==> src/hdl/asp_defines.vh <==
// Register offsets, field positions, reset values and timing counts of the serial port
`ifndef ASP_DEFINES_VH
`define ASP_DEFINES_VH
`define ASP_MODE_OFS        12'h000
`define ASP_STAT_OFS        12'h004
`define ASP_TXDATA_OFS      12'h008
`define ASP_RXDATA_OFS      12'h00C
`define ASP_BRG_OFS         12'h010
`define ASP_CTRL_OFS        12'h014
// Mode register fields
`define ASP_M_EN            15
`define ASP_M_SIDL          13
`define ASP_M_INFRARED_CODEC_ENABLE          12
`define ASP_M_RXINV         4
`define ASP_M_HISPD         3
`define ASP_M_PD_HI         2
`define ASP_M_PD_LO         1
`define ASP_M_STOP2         0
`define ASP_MODE_WMASK      16'hB01F
// Status register fields
`define ASP_S_TXI1          15
`define ASP_S_TXINV         14
`define ASP_S_TXI0          13
`define ASP_S_BRK           11
`define ASP_S_TXEN          10
`define ASP_S_TXBF          9
`define ASP_S_TX_SHIFTER_EMPTY          8
`define ASP_S_RXI_HI        7
`define ASP_S_RXI_LO        6
`define ASP_S_ADDRESS_DETECT_ENABLE         5
`define ASP_S_RECEIVER_IDLE         4
`define ASP_S_PARITY_ERROR          3
`define ASP_S_FRAMING_ERROR          2
`define ASP_S_OVERRUN_ERROR          1
`define ASP_S_RXDA          0
`define ASP_STAT_WMASK      16'hECE0
// Extra control register fields
`define ASP_C_IDLE          0
`define ASP_MODE_RST        16'h0000
`define ASP_STAT_RST        16'h0000
`define ASP_BRG_RST         16'h0000
`define ASP_FIFO_DEPTH      4
`define ASP_SAMP_HI         4
`define ASP_SAMP_LO         16
`define ASP_BREAK_BITS      4'hC
`endif

==> src/hdl/asp_serial_port.v <==
// Asynchronous serial port with mode and status registers on an APB slave
//
// Design decisions made here: the placing of the registers and register access over APB.
`timescale 1ns/10ps
`include "asp_defines.vh"

module asp_serial_port #(
   parameter DEPTH = `ASP_FIFO_DEPTH
) (
   input  wire        pclk,
   input  wire        presetn,
   input  wire        psel,
   input  wire        penable,
   input  wire        pwrite,
   input  wire [11:0] paddr,
   input  wire [31:0] pwdata,
   output wire [31:0] prdata,
   output wire        pready,
   output wire        pslverr,
   input  wire        cpu_idle,
   input  wire        rx_pin,
   output reg         tx_pin,
   output wire        tx_pin_oe,
   output wire        port_owns_pins,
   output reg         tx_irq,
   output reg         rx_irq
);

   localparam S_IDLE = 4'b0001;
   localparam S_START = 4'b0010;
   localparam S_DATA = 4'b0100;
   localparam S_STOP = 4'b1000;

   reg  [15:0] mode_reg;
   reg  [15:0] stat_reg;
   reg  [15:0] brg_reg;
   reg  [31:0] prdata_reg;
   reg  [15:0] brg_cnt_reg;
   reg  [8:0]  tx_fifo_reg [0:DEPTH-1];
   reg  [10:0] rx_fifo_reg [0:DEPTH-1];
   reg  [2:0]  tx_cnt_reg;
   reg  [1:0]  tx_rd_reg;
   reg  [1:0]  tx_wr_reg;
   reg  [2:0]  rx_cnt_reg;
   reg  [1:0]  rx_rd_reg;
   reg  [1:0]  rx_wr_reg;
   reg  [3:0]  tx_st_reg;
   reg  [3:0]  rx_st_reg;
   reg  [3:0]  tx_ph_reg;
   reg  [3:0]  rx_ph_reg;
   reg  [3:0]  tx_bit_reg;
   reg  [3:0]  rx_bit_reg;
   reg  [13:0] tx_sh_reg;
   reg  [9:0]  rx_sh_reg;
   reg         tx_brk_reg;

   // ------------------------------------------------------------------
   // Configuration decode
   // ------------------------------------------------------------------
   wire       en = mode_reg[`ASP_M_EN];
   wire       run = en & ~(mode_reg[`ASP_M_SIDL] & cpu_idle);
   wire       infrared_codec_enable = mode_reg[`ASP_M_INFRARED_CODEC_ENABLE] & ~mode_reg[`ASP_M_HISPD];
   wire [1:0] pdsel = mode_reg[`ASP_M_PD_HI:`ASP_M_PD_LO];
   wire       nine = (pdsel == 2'b11);
   wire       par_on = (pdsel == 2'b10) | (pdsel == 2'b01);
   wire       par_odd = (pdsel == 2'b10);
   wire [3:0] ph_last = mode_reg[`ASP_M_HISPD] ? 4'h3 : 4'hF;
   wire [3:0] ph_mid = mode_reg[`ASP_M_HISPD] ? 4'h1 : 4'h7;
   wire       txen = stat_reg[`ASP_S_TXEN];
   wire       rx_lvl = rx_pin ^ mode_reg[`ASP_M_RXINV];
   wire       tick = run & (brg_cnt_reg == 16'h0000);

   wire       wr = psel & penable & pwrite;
   wire       rd = psel & penable & ~pwrite;
   wire       wr_mode = wr & (paddr == `ASP_MODE_OFS);
   wire       wr_stat = wr & (paddr == `ASP_STAT_OFS);
   wire       wr_tx = wr & (paddr == `ASP_TXDATA_OFS);
   wire       rd_rx = rd & (paddr == `ASP_RXDATA_OFS);
   wire       mapped = (paddr == `ASP_MODE_OFS) | (paddr == `ASP_STAT_OFS) |
                       (paddr == `ASP_TXDATA_OFS) | (paddr == `ASP_RXDATA_OFS) |
                       (paddr == `ASP_BRG_OFS) | (paddr == `ASP_CTRL_OFS);
   assign pready = 1'b1;
   assign pslverr = psel & penable & ~mapped;
   assign prdata = prdata_reg;

   wire       tx_full = (tx_cnt_reg == DEPTH);
   wire       push_tx = wr_tx & ~tx_full & run & txen;
   wire       overrun_error_clr = wr_stat & stat_reg[`ASP_S_OVERRUN_ERROR] & ~pwdata[`ASP_S_OVERRUN_ERROR];
   wire [10:0] rx_head = rx_fifo_reg[rx_rd_reg];
   wire       pop_rx = rd_rx & (rx_cnt_reg != 3'd0);
   reg        rx_push;
   reg [10:0] rx_word;

   // ------------------------------------------------------------------
   // Registers and bus
   // ------------------------------------------------------------------
   always @(posedge pclk or negedge presetn) begin
      if (!presetn) begin
         mode_reg <= `ASP_MODE_RST;
         stat_reg <= `ASP_STAT_RST;
         brg_reg <= `ASP_BRG_RST;
         prdata_reg <= 32'h00000000;
      end else begin
         if (wr_mode)
            mode_reg <= pwdata[15:0] & `ASP_MODE_WMASK;
         if (wr & (paddr == `ASP_BRG_OFS))
            brg_reg <= pwdata[15:0];
         if (wr_stat) begin
            stat_reg[15:13] <= pwdata[15:13];
            stat_reg[`ASP_S_TXEN] <= pwdata[`ASP_S_TXEN];
            stat_reg[7:5] <= pwdata[7:5];
            if (pwdata[`ASP_S_BRK])
               stat_reg[`ASP_S_BRK] <= 1'b1;
         end
         if (tx_brk_reg & (tx_st_reg == S_STOP) & tick & (tx_ph_reg == ph_last))
            stat_reg[`ASP_S_BRK] <= 1'b0;
         // Overrun set wins over a simultaneous software clear
         if (overrun_error_clr)
            stat_reg[`ASP_S_OVERRUN_ERROR] <= 1'b0;
         if (rx_push & (rx_cnt_reg == DEPTH))
            stat_reg[`ASP_S_OVERRUN_ERROR] <= 1'b1;
         if (!en) begin
            stat_reg[`ASP_S_TXEN] <= 1'b0;
            stat_reg[`ASP_S_BRK] <= 1'b0;
         end
         prdata_reg <= 32'h00000000;
         if (psel & ~penable & ~pwrite) begin
            case (paddr)
               `ASP_MODE_OFS: prdata_reg <= {16'h0000, mode_reg};
               `ASP_STAT_OFS: prdata_reg <= {16'h0000, stat_reg[15:13], 1'b0,
                  stat_reg[`ASP_S_BRK], txen, tx_full,
                  (tx_cnt_reg == 3'd0) & (tx_st_reg == S_IDLE),
                  stat_reg[7:5], rx_st_reg == S_IDLE,
                  rx_head[9] & (rx_cnt_reg != 3'd0),
                  rx_head[10] & (rx_cnt_reg != 3'd0),
                  stat_reg[`ASP_S_OVERRUN_ERROR], rx_cnt_reg != 3'd0};
               `ASP_RXDATA_OFS: prdata_reg <= {23'h000000, rx_head[8:0]};
               `ASP_BRG_OFS: prdata_reg <= {16'h0000, brg_reg};
               `ASP_CTRL_OFS: prdata_reg <= {31'h00000000, cpu_idle};
               default: prdata_reg <= 32'h00000000;
            endcase
         end
      end
   end

   // ------------------------------------------------------------------
   // Bit-rate generator, one sample tick per divider wrap
   // ------------------------------------------------------------------
   always @(posedge pclk or negedge presetn) begin
      if (!presetn)
         brg_cnt_reg <= 16'h0000;
      else if (!run || brg_cnt_reg == 16'h0000)
         brg_cnt_reg <= brg_reg;
      else
         brg_cnt_reg <= brg_cnt_reg - 16'h0001;
   end

   // ------------------------------------------------------------------
   // Transmit buffer and shifter
   // ------------------------------------------------------------------
   wire [8:0] tx_head = tx_fifo_reg[tx_rd_reg];
   wire       tx_par = ^tx_head[7:0] ^ par_odd;
   wire       start_tx = tick & (tx_st_reg == S_IDLE) & txen & run &
                         ((tx_cnt_reg != 3'd0) | stat_reg[`ASP_S_BRK]);
   wire       tx_take = start_tx & ~stat_reg[`ASP_S_BRK];
   wire       tx_done = tick & (tx_st_reg == S_STOP) & (tx_ph_reg == ph_last) &
                        (tx_bit_reg == 4'd0);
   reg        tx_raw;
   integer    i;
   integer    j;

   always @(posedge pclk or negedge presetn) begin
      if (!presetn) begin
         tx_cnt_reg <= 3'd0;
         tx_rd_reg <= 2'd0;
         tx_wr_reg <= 2'd0;
         tx_st_reg <= S_IDLE;
         tx_ph_reg <= 4'h0;
         tx_bit_reg <= 4'd0;
         tx_sh_reg <= 14'h0000;
         tx_brk_reg <= 1'b0;
         tx_irq <= 1'b0;
         for (i = 0; i < DEPTH; i = i + 1)
            tx_fifo_reg[i] <= 9'h000;
      end else begin
         tx_irq <= 1'b0;
         if (!txen || !en) begin
            tx_cnt_reg <= 3'd0;
            tx_rd_reg <= 2'd0;
            tx_wr_reg <= 2'd0;
            tx_st_reg <= S_IDLE;
            tx_brk_reg <= 1'b0;
         end else begin
            if (push_tx) begin
               tx_fifo_reg[tx_wr_reg] <= pwdata[8:0];
               tx_wr_reg <= tx_wr_reg + 2'd1;
            end
            tx_cnt_reg <= tx_cnt_reg + {2'b00, push_tx} - {2'b00, tx_take};
            if (tick)
               tx_ph_reg <= (tx_ph_reg == ph_last) ? 4'h0 : tx_ph_reg + 4'h1;
            case (tx_st_reg)
               S_IDLE: if (start_tx) begin
                  tx_st_reg <= S_START;
                  tx_ph_reg <= 4'h0;
                  tx_brk_reg <= stat_reg[`ASP_S_BRK];
                  if (stat_reg[`ASP_S_BRK]) begin
                     tx_sh_reg <= 14'h0000;
                     tx_bit_reg <= `ASP_BREAK_BITS;
                  end else begin
                     tx_rd_reg <= tx_rd_reg + 2'd1;
                     tx_sh_reg <= {5'h00, nine ? tx_head[8] : tx_par, tx_head[7:0]};
                     tx_bit_reg <= (nine | par_on) ? 4'd9 : 4'd8;
                     tx_irq <= (stat_reg[`ASP_S_TXI1] == 1'b0) & ~stat_reg[`ASP_S_TXI0] |
                               stat_reg[`ASP_S_TXI1] & ~stat_reg[`ASP_S_TXI0] &
                               (tx_cnt_reg == 3'd1);
                  end
               end
               S_START: if (tick && tx_ph_reg == ph_last)
                  tx_st_reg <= S_DATA;
               S_DATA: if (tick && tx_ph_reg == ph_last) begin
                  tx_sh_reg <= {1'b0, tx_sh_reg[13:1]};
                  if (tx_bit_reg == 4'd1) begin
                     tx_st_reg <= S_STOP;
                     tx_bit_reg <= mode_reg[`ASP_M_STOP2] ? 4'd1 : 4'd0;
                  end else
                     tx_bit_reg <= tx_bit_reg - 4'd1;
               end
               S_STOP: if (tick && tx_ph_reg == ph_last) begin
                  if (tx_bit_reg != 4'd0)
                     tx_bit_reg <= 4'd0;
                  else begin
                     tx_st_reg <= S_IDLE;
                     tx_brk_reg <= 1'b0;
                     tx_irq <= ~stat_reg[`ASP_S_TXI1] & stat_reg[`ASP_S_TXI0] &
                               (tx_cnt_reg == 3'd0);
                  end
               end
               default: tx_st_reg <= S_IDLE;
            endcase
         end
      end
   end

   // Line level before polarity: start drives active, data drives shifter bit 0, stop and idle drive idle
   always @* begin
      case (tx_st_reg)
         S_START: tx_raw = 1'b0;
         S_DATA:  tx_raw = tx_sh_reg[0];
         default: tx_raw = 1'b1;
      endcase
   end

   // Infrared mode pulses for the first three phases (0 to 2) of each zero bit
   wire ir_out = ~tx_raw & (tx_ph_reg < 4'h3);
   always @(posedge pclk or negedge presetn) begin
      if (!presetn)
         tx_pin <= 1'b1;
      else if (infrared_codec_enable)
         tx_pin <= ir_out ^ stat_reg[`ASP_S_TXINV];
      else
         tx_pin <= tx_raw ^ stat_reg[`ASP_S_TXINV];
   end
   assign tx_pin_oe = en & txen;
   assign port_owns_pins = en;

   // ------------------------------------------------------------------
   // Receiver
   // ------------------------------------------------------------------
   wire rx_flush = overrun_error_clr | ~en;
   always @(posedge pclk or negedge presetn) begin
      if (!presetn) begin
         rx_st_reg <= S_IDLE;
         rx_ph_reg <= 4'h0;
         rx_bit_reg <= 4'd0;
         rx_sh_reg <= 10'h000;
         rx_push <= 1'b0;
         rx_word <= 11'h000;
      end else begin
         rx_push <= 1'b0;
         if (rx_flush)
            rx_st_reg <= S_IDLE;
         else if (tick) begin
            rx_ph_reg <= (rx_ph_reg == ph_last) ? 4'h0 : rx_ph_reg + 4'h1;
            case (rx_st_reg)
               S_IDLE: if (!rx_lvl) begin
                  rx_st_reg <= S_START;
                  rx_ph_reg <= 4'h0;
               end
               S_START: if (rx_ph_reg == ph_mid) begin
                  rx_st_reg <= rx_lvl ? S_IDLE : S_DATA;
                  rx_bit_reg <= (nine | par_on) ? 4'd9 : 4'd8;
                  rx_sh_reg <= 10'h000;
               end
               S_DATA: if (rx_ph_reg == ph_mid) begin
                  rx_sh_reg <= {rx_lvl, rx_sh_reg[9:1]};
                  rx_bit_reg <= rx_bit_reg - 4'd1;
                  if (rx_bit_reg == 4'd1)
                     rx_st_reg <= S_STOP;
               end
               S_STOP: if (rx_ph_reg == ph_mid) begin
                  rx_st_reg <= S_IDLE;
                  // Realign the shift so bit 0 is data bit 0 in both widths
                  rx_word[8:0] <= nine ? rx_sh_reg[9:1] :
                                  (par_on ? {1'b0, rx_sh_reg[8:1]} : {1'b0, rx_sh_reg[9:2]});
                  rx_word[9] <= par_on & (^rx_sh_reg[9:1] ^ par_odd);
                  rx_word[10] <= ~rx_lvl;
                  rx_push <= ~(stat_reg[`ASP_S_ADDRESS_DETECT_ENABLE] & nine & ~rx_sh_reg[9]);
               end
               default: rx_st_reg <= S_IDLE;
            endcase
         end
      end
   end

   // Receive buffer; overrun drops the new character and keeps the queued ones
   wire rx_accept = rx_push & (rx_cnt_reg != DEPTH) & ~stat_reg[`ASP_S_OVERRUN_ERROR];
   always @(posedge pclk or negedge presetn) begin
      if (!presetn) begin
         rx_cnt_reg <= 3'd0;
         rx_rd_reg <= 2'd0;
         rx_wr_reg <= 2'd0;
         rx_irq <= 1'b0;
         for (j = 0; j < DEPTH; j = j + 1)
            rx_fifo_reg[j] <= 11'h000;
      end else if (rx_flush) begin
         rx_cnt_reg <= 3'd0;
         rx_rd_reg <= 2'd0;
         rx_wr_reg <= 2'd0;
         rx_irq <= 1'b0;
      end else begin
         if (rx_accept) begin
            rx_fifo_reg[rx_wr_reg] <= rx_word;
            rx_wr_reg <= rx_wr_reg + 2'd1;
         end
         if (pop_rx)
            rx_rd_reg <= rx_rd_reg + 2'd1;
         rx_cnt_reg <= rx_cnt_reg + {2'b00, rx_accept} - {2'b00, pop_rx};
         case (stat_reg[7:6])
            2'b11: rx_irq <= rx_accept & (rx_cnt_reg == 3'd3);
            2'b10: rx_irq <= rx_accept & (rx_cnt_reg == 3'd2);
            default: rx_irq <= rx_accept;
         endcase
      end
   end

endmodule // asp_serial_port

==> config.mk <==
export PLATFORM = sky130hd
export DESIGN_NAME = asp_serial_port
export DESIGN_NICKNAME = d
export VERILOG_FILES = /design/src/hdl/asp_serial_port.v
export VERILOG_INCLUDE_DIRS = /design/src /design/src/hdl
export SDC_FILE = /design/constraint.sdc
export NUM_CORES = 1
export LEC_CHECK = 0
export ABC_AREA = 1
export BUFFER_PORTS_ARGS = -buffer_cell sky130_fd_sc_hd__buf_2
export CAP_MARGIN = 20
export CORE_MARGIN = 2
export CORE_UTILIZATION = 45
export DETAILED_ROUTE_END_ITERATION = 12
export PLACE_DENSITY = 0.64
export SLEW_MARGIN = 20
export SYNTH_ARGS = -nofsm -noshare
export SYNTH_HDL_FRONTEND = slang
export SYNTH_SLANG_ARGS = --single-unit
==> constraint.sdc <==
create_clock -name pclk -period 3 [get_ports pclk]
set_input_delay 0.6 -clock pclk [delete_from_list [all_inputs] [get_ports pclk]]
set_output_delay 0.6 -clock pclk [all_outputs]
set_load 0.1 [all_outputs]
==> metrics.txt <==
status=finished clean; core box area=25000 um^2; Sink Count=217; # setup viols final=0; number of synthesized flops with an enable pin=0; slowest CP cell=dfrtp_1; Initial Utilization=45.4%; Fillers=2471; Placement Cell Area=12000 um^2; number of synthesized register bits=217; Resize count post-CTS=0; CTS buffer count=25; FF+latch area=5430 um^2; Arr. time, crit path=2940 ps; DR vias/cell=4.96; WL/cell=14.5 um; max cap viols=0; Worst Setup Start Kind=flop; Mean Syn Cell Area=7.86 um^2; port bufs=56; worst-skew pair later-pin latency=510 ps; die width=163 um; diode count=0; r2r worst-path depth=15; CTS Buffer Depth=3; PwrDens=477 nW/um^2; Hold Crit Class=input port to async pin; Seq/Total Area, Yosys=48.0%; vias in the first global route=8829; Synth async-reset ratio=100%; unrepaired setup endpoints after global routing=false; Slew @ Worst Pin=752 ps; row count=58; # nets final=1589; share of cells above drive strength 1=11.1%; max reg flops=44; Synth top area share=47.3%; Ys Warns=0; synth unique cells=56; initial antenna violation count=0; CP Cell Sequence=inv_1 > ha_1 > nand2_1 > nor2_1 > nand3_4 > clkinv_4 > nand2_2 > nor2_1 > ha_1 > inv_1 > ha_1 > inv_1 > fa_1 > xor2_1 > nor2_1; slew margin rel.=49.7%; gpl congestion=0.858; WS Path Type=flop to flop; first-pass GRT wire length=44.9 mm; Reg clk slew, reported paths=60 ps; via count=9208; Max Fclk=0.393 GHz; crit end category=flop; Die Y-Extent=163 um; Detailed Route WL=26.9 mm; Synth area leader=dfrtp_1; Clock Skew=15.7 ps; Pre-antenna DRT Iters=5; initial DRC count=615; Mapped Cells=1441; final hold vios=0; synth top area cells=dfrtp_1 (47%), nand2_1 (13%), o21ai_0 (7.7%), inv_1 (6.7%), nand3_1 (3.4%); setup TNS=0 ps; prevailing post-synth register cell=dfrtp_1; hold_buf cts=0; Congestion Overflow GR=0; fin. max-slew vios=0; Crit path largest cell delay=380 ps; static leakage=6.40 nW; HPWL after DPL=19.1 mm; Multi-input gate area=4830 um^2; synthesized area=11300 um^2; CTS Root Cell=clkbuf_16; CTS H-tree depth=1; post-CTS setup buffer count=0; synthesis-to-finish area growth=13.2%; worst path required time=3400 ps; post-route cell area=12800 um^2; min Tclk post-route=2550 ps; Final Total Pwr=6.11 mW; CTS tree=built; Die ar.=26500 um^2; largest net degree at the start of global routing=82; GRT Util Overall=21.0%; Detail Route Antenna Nets=0; final cycle utilization of the critical path=84.8%; Crit Path Max Fanout=3; maximum vdd ir drop=366 uV; Top Ports=90; DRC Markers=0
where the power goes:
group | switching [mW] | internal (mW) | total [mW]
clock | 1.18 | 1.77 | 2.94
sequential | 0.000822 | 2.93 | 2.93
combinational | 0.200 | 0.0362 | 0.236
total | 1.38 | 4.73 | 6.11
cell usage in the layout (no fill, tap or decap), types with 13 or more instances in the layout:
cell type and count:
nand2_1 394, dfrtp_1 214, inv_1 201, o21ai_0 175
nor2_1 94, nand3_1 76, buf_2 55, a21oi_1 35
buf_4 31, clkbuf_16 25, ha_1 23, nor3_1 17
conb_1 17, xor2_1 14, xnor2_1 13
cell usage after synthesis, types with 3 or more instances:
cell	number
nand2_2	7
xor2_1	14
nor2_1	94
o211ai_1	5
nand2_1	394
o31ai_1	3
clkbuf_1	18
a22oi_1	3
clkbuf_2	4
a21oi_2	6
clkinv_1	4
nand3_1	76
dfstp_2	3
ha_1	23
a21oi_1	35
o21ai_2	3
o21ai_0	175
nor4_1	3
a211oi_1	5
dfrtp_1	214
or2_2	3
a31oi_1	6
o21ai_1	3
nand4_1	10
mux2i_1	7
xnor2_1	13
inv_1	201
o22ai_1	10
buf_2	16
nand2_4	3
nor3b_1	3
inv_2	4
buf_4	18
mux2_2	3
a41oi_1	3
nor2_2	5
nor3_1	18
area by class of cell:
type,count,share of cell area [%]
clock buffer,35,5.41
clock inverter,7,0.664
inverter,211,6.24
multi-input combinational,969,37.7
sequential,217,42.4
tap,330,3.22
timing repair buffer,89,4.39
kinds of logic (layout without fill, tap and decap cells):
family	after synthesis	in the layout	synth area share, %
AO/OA/AOI/OAI	260	260	12.5
XOR/XNOR	27	27	2.09
adder cells (fa/ha/maj)	25	25	2.89
buffers and inverters	270	342	9.93
flip-flops	217	217	48.0
multiplexers	10	10	0.917
other	2	17	0.0663
AND/OR/NAND/NOR	630	630	23.6
worst max-delay path: cells and delay by family, from the launching register on:
| kind | cells | cell delay (ps) |
|---|---|---|
| adders and majority gates | 4 | 910 |
| and+or+nand+nor | 6 | 700 |
| DFF | 1 | 380 |
| buffers and inverters | 4 | 280 |
| xor gates and xnor gates | 1 | 160 |
per-layer routing:
layer / vias up / global-route usage [%] / part of all wire [%]
met5: - / 0 / 0
met4: 0 / 4.91 / 1.8
met3: 38 / 3.08 / 5.0
met2: 197 / 33.8 / 45
met1: 4286 / 30.2 / 48
li1: 4687 / - / -
worst paths after layout:
path	startpoint	end	slack (ps)
max	brg_cnt_reg[0]	tx_cnt_reg[2]	450
min	presetn	rx_sh_reg[6]	60
max reg2reg	brg_cnt_reg[0]	tx_cnt_reg[2]	450
min reg2reg	stat_reg[14]	tx_pin	470
max in group asynchronous	presetn	tx_bit_reg[2]	2150
min in group pclk	pwdata[9]	brg_reg[9]	340
stage by stage:
stage / worst slack [ps] / hold slack, ps / utilization, % / cells
5_1_grt: 301 / 111 / 51.3 / 1858
2_1_floorplan: 53.3 / 304 / - / 1456
6_report: 455 / 58.2 / 51.3 / 1858
4_1_cts: 437 / 107 / 51.3 / 1858
3_5_place_dp: 139 / 461 / 48.2 / 1816
3_3_place_gp: 193 / 445 / 48.2 / 1816
Note: power is estimated with default switching activity, not from simulation.
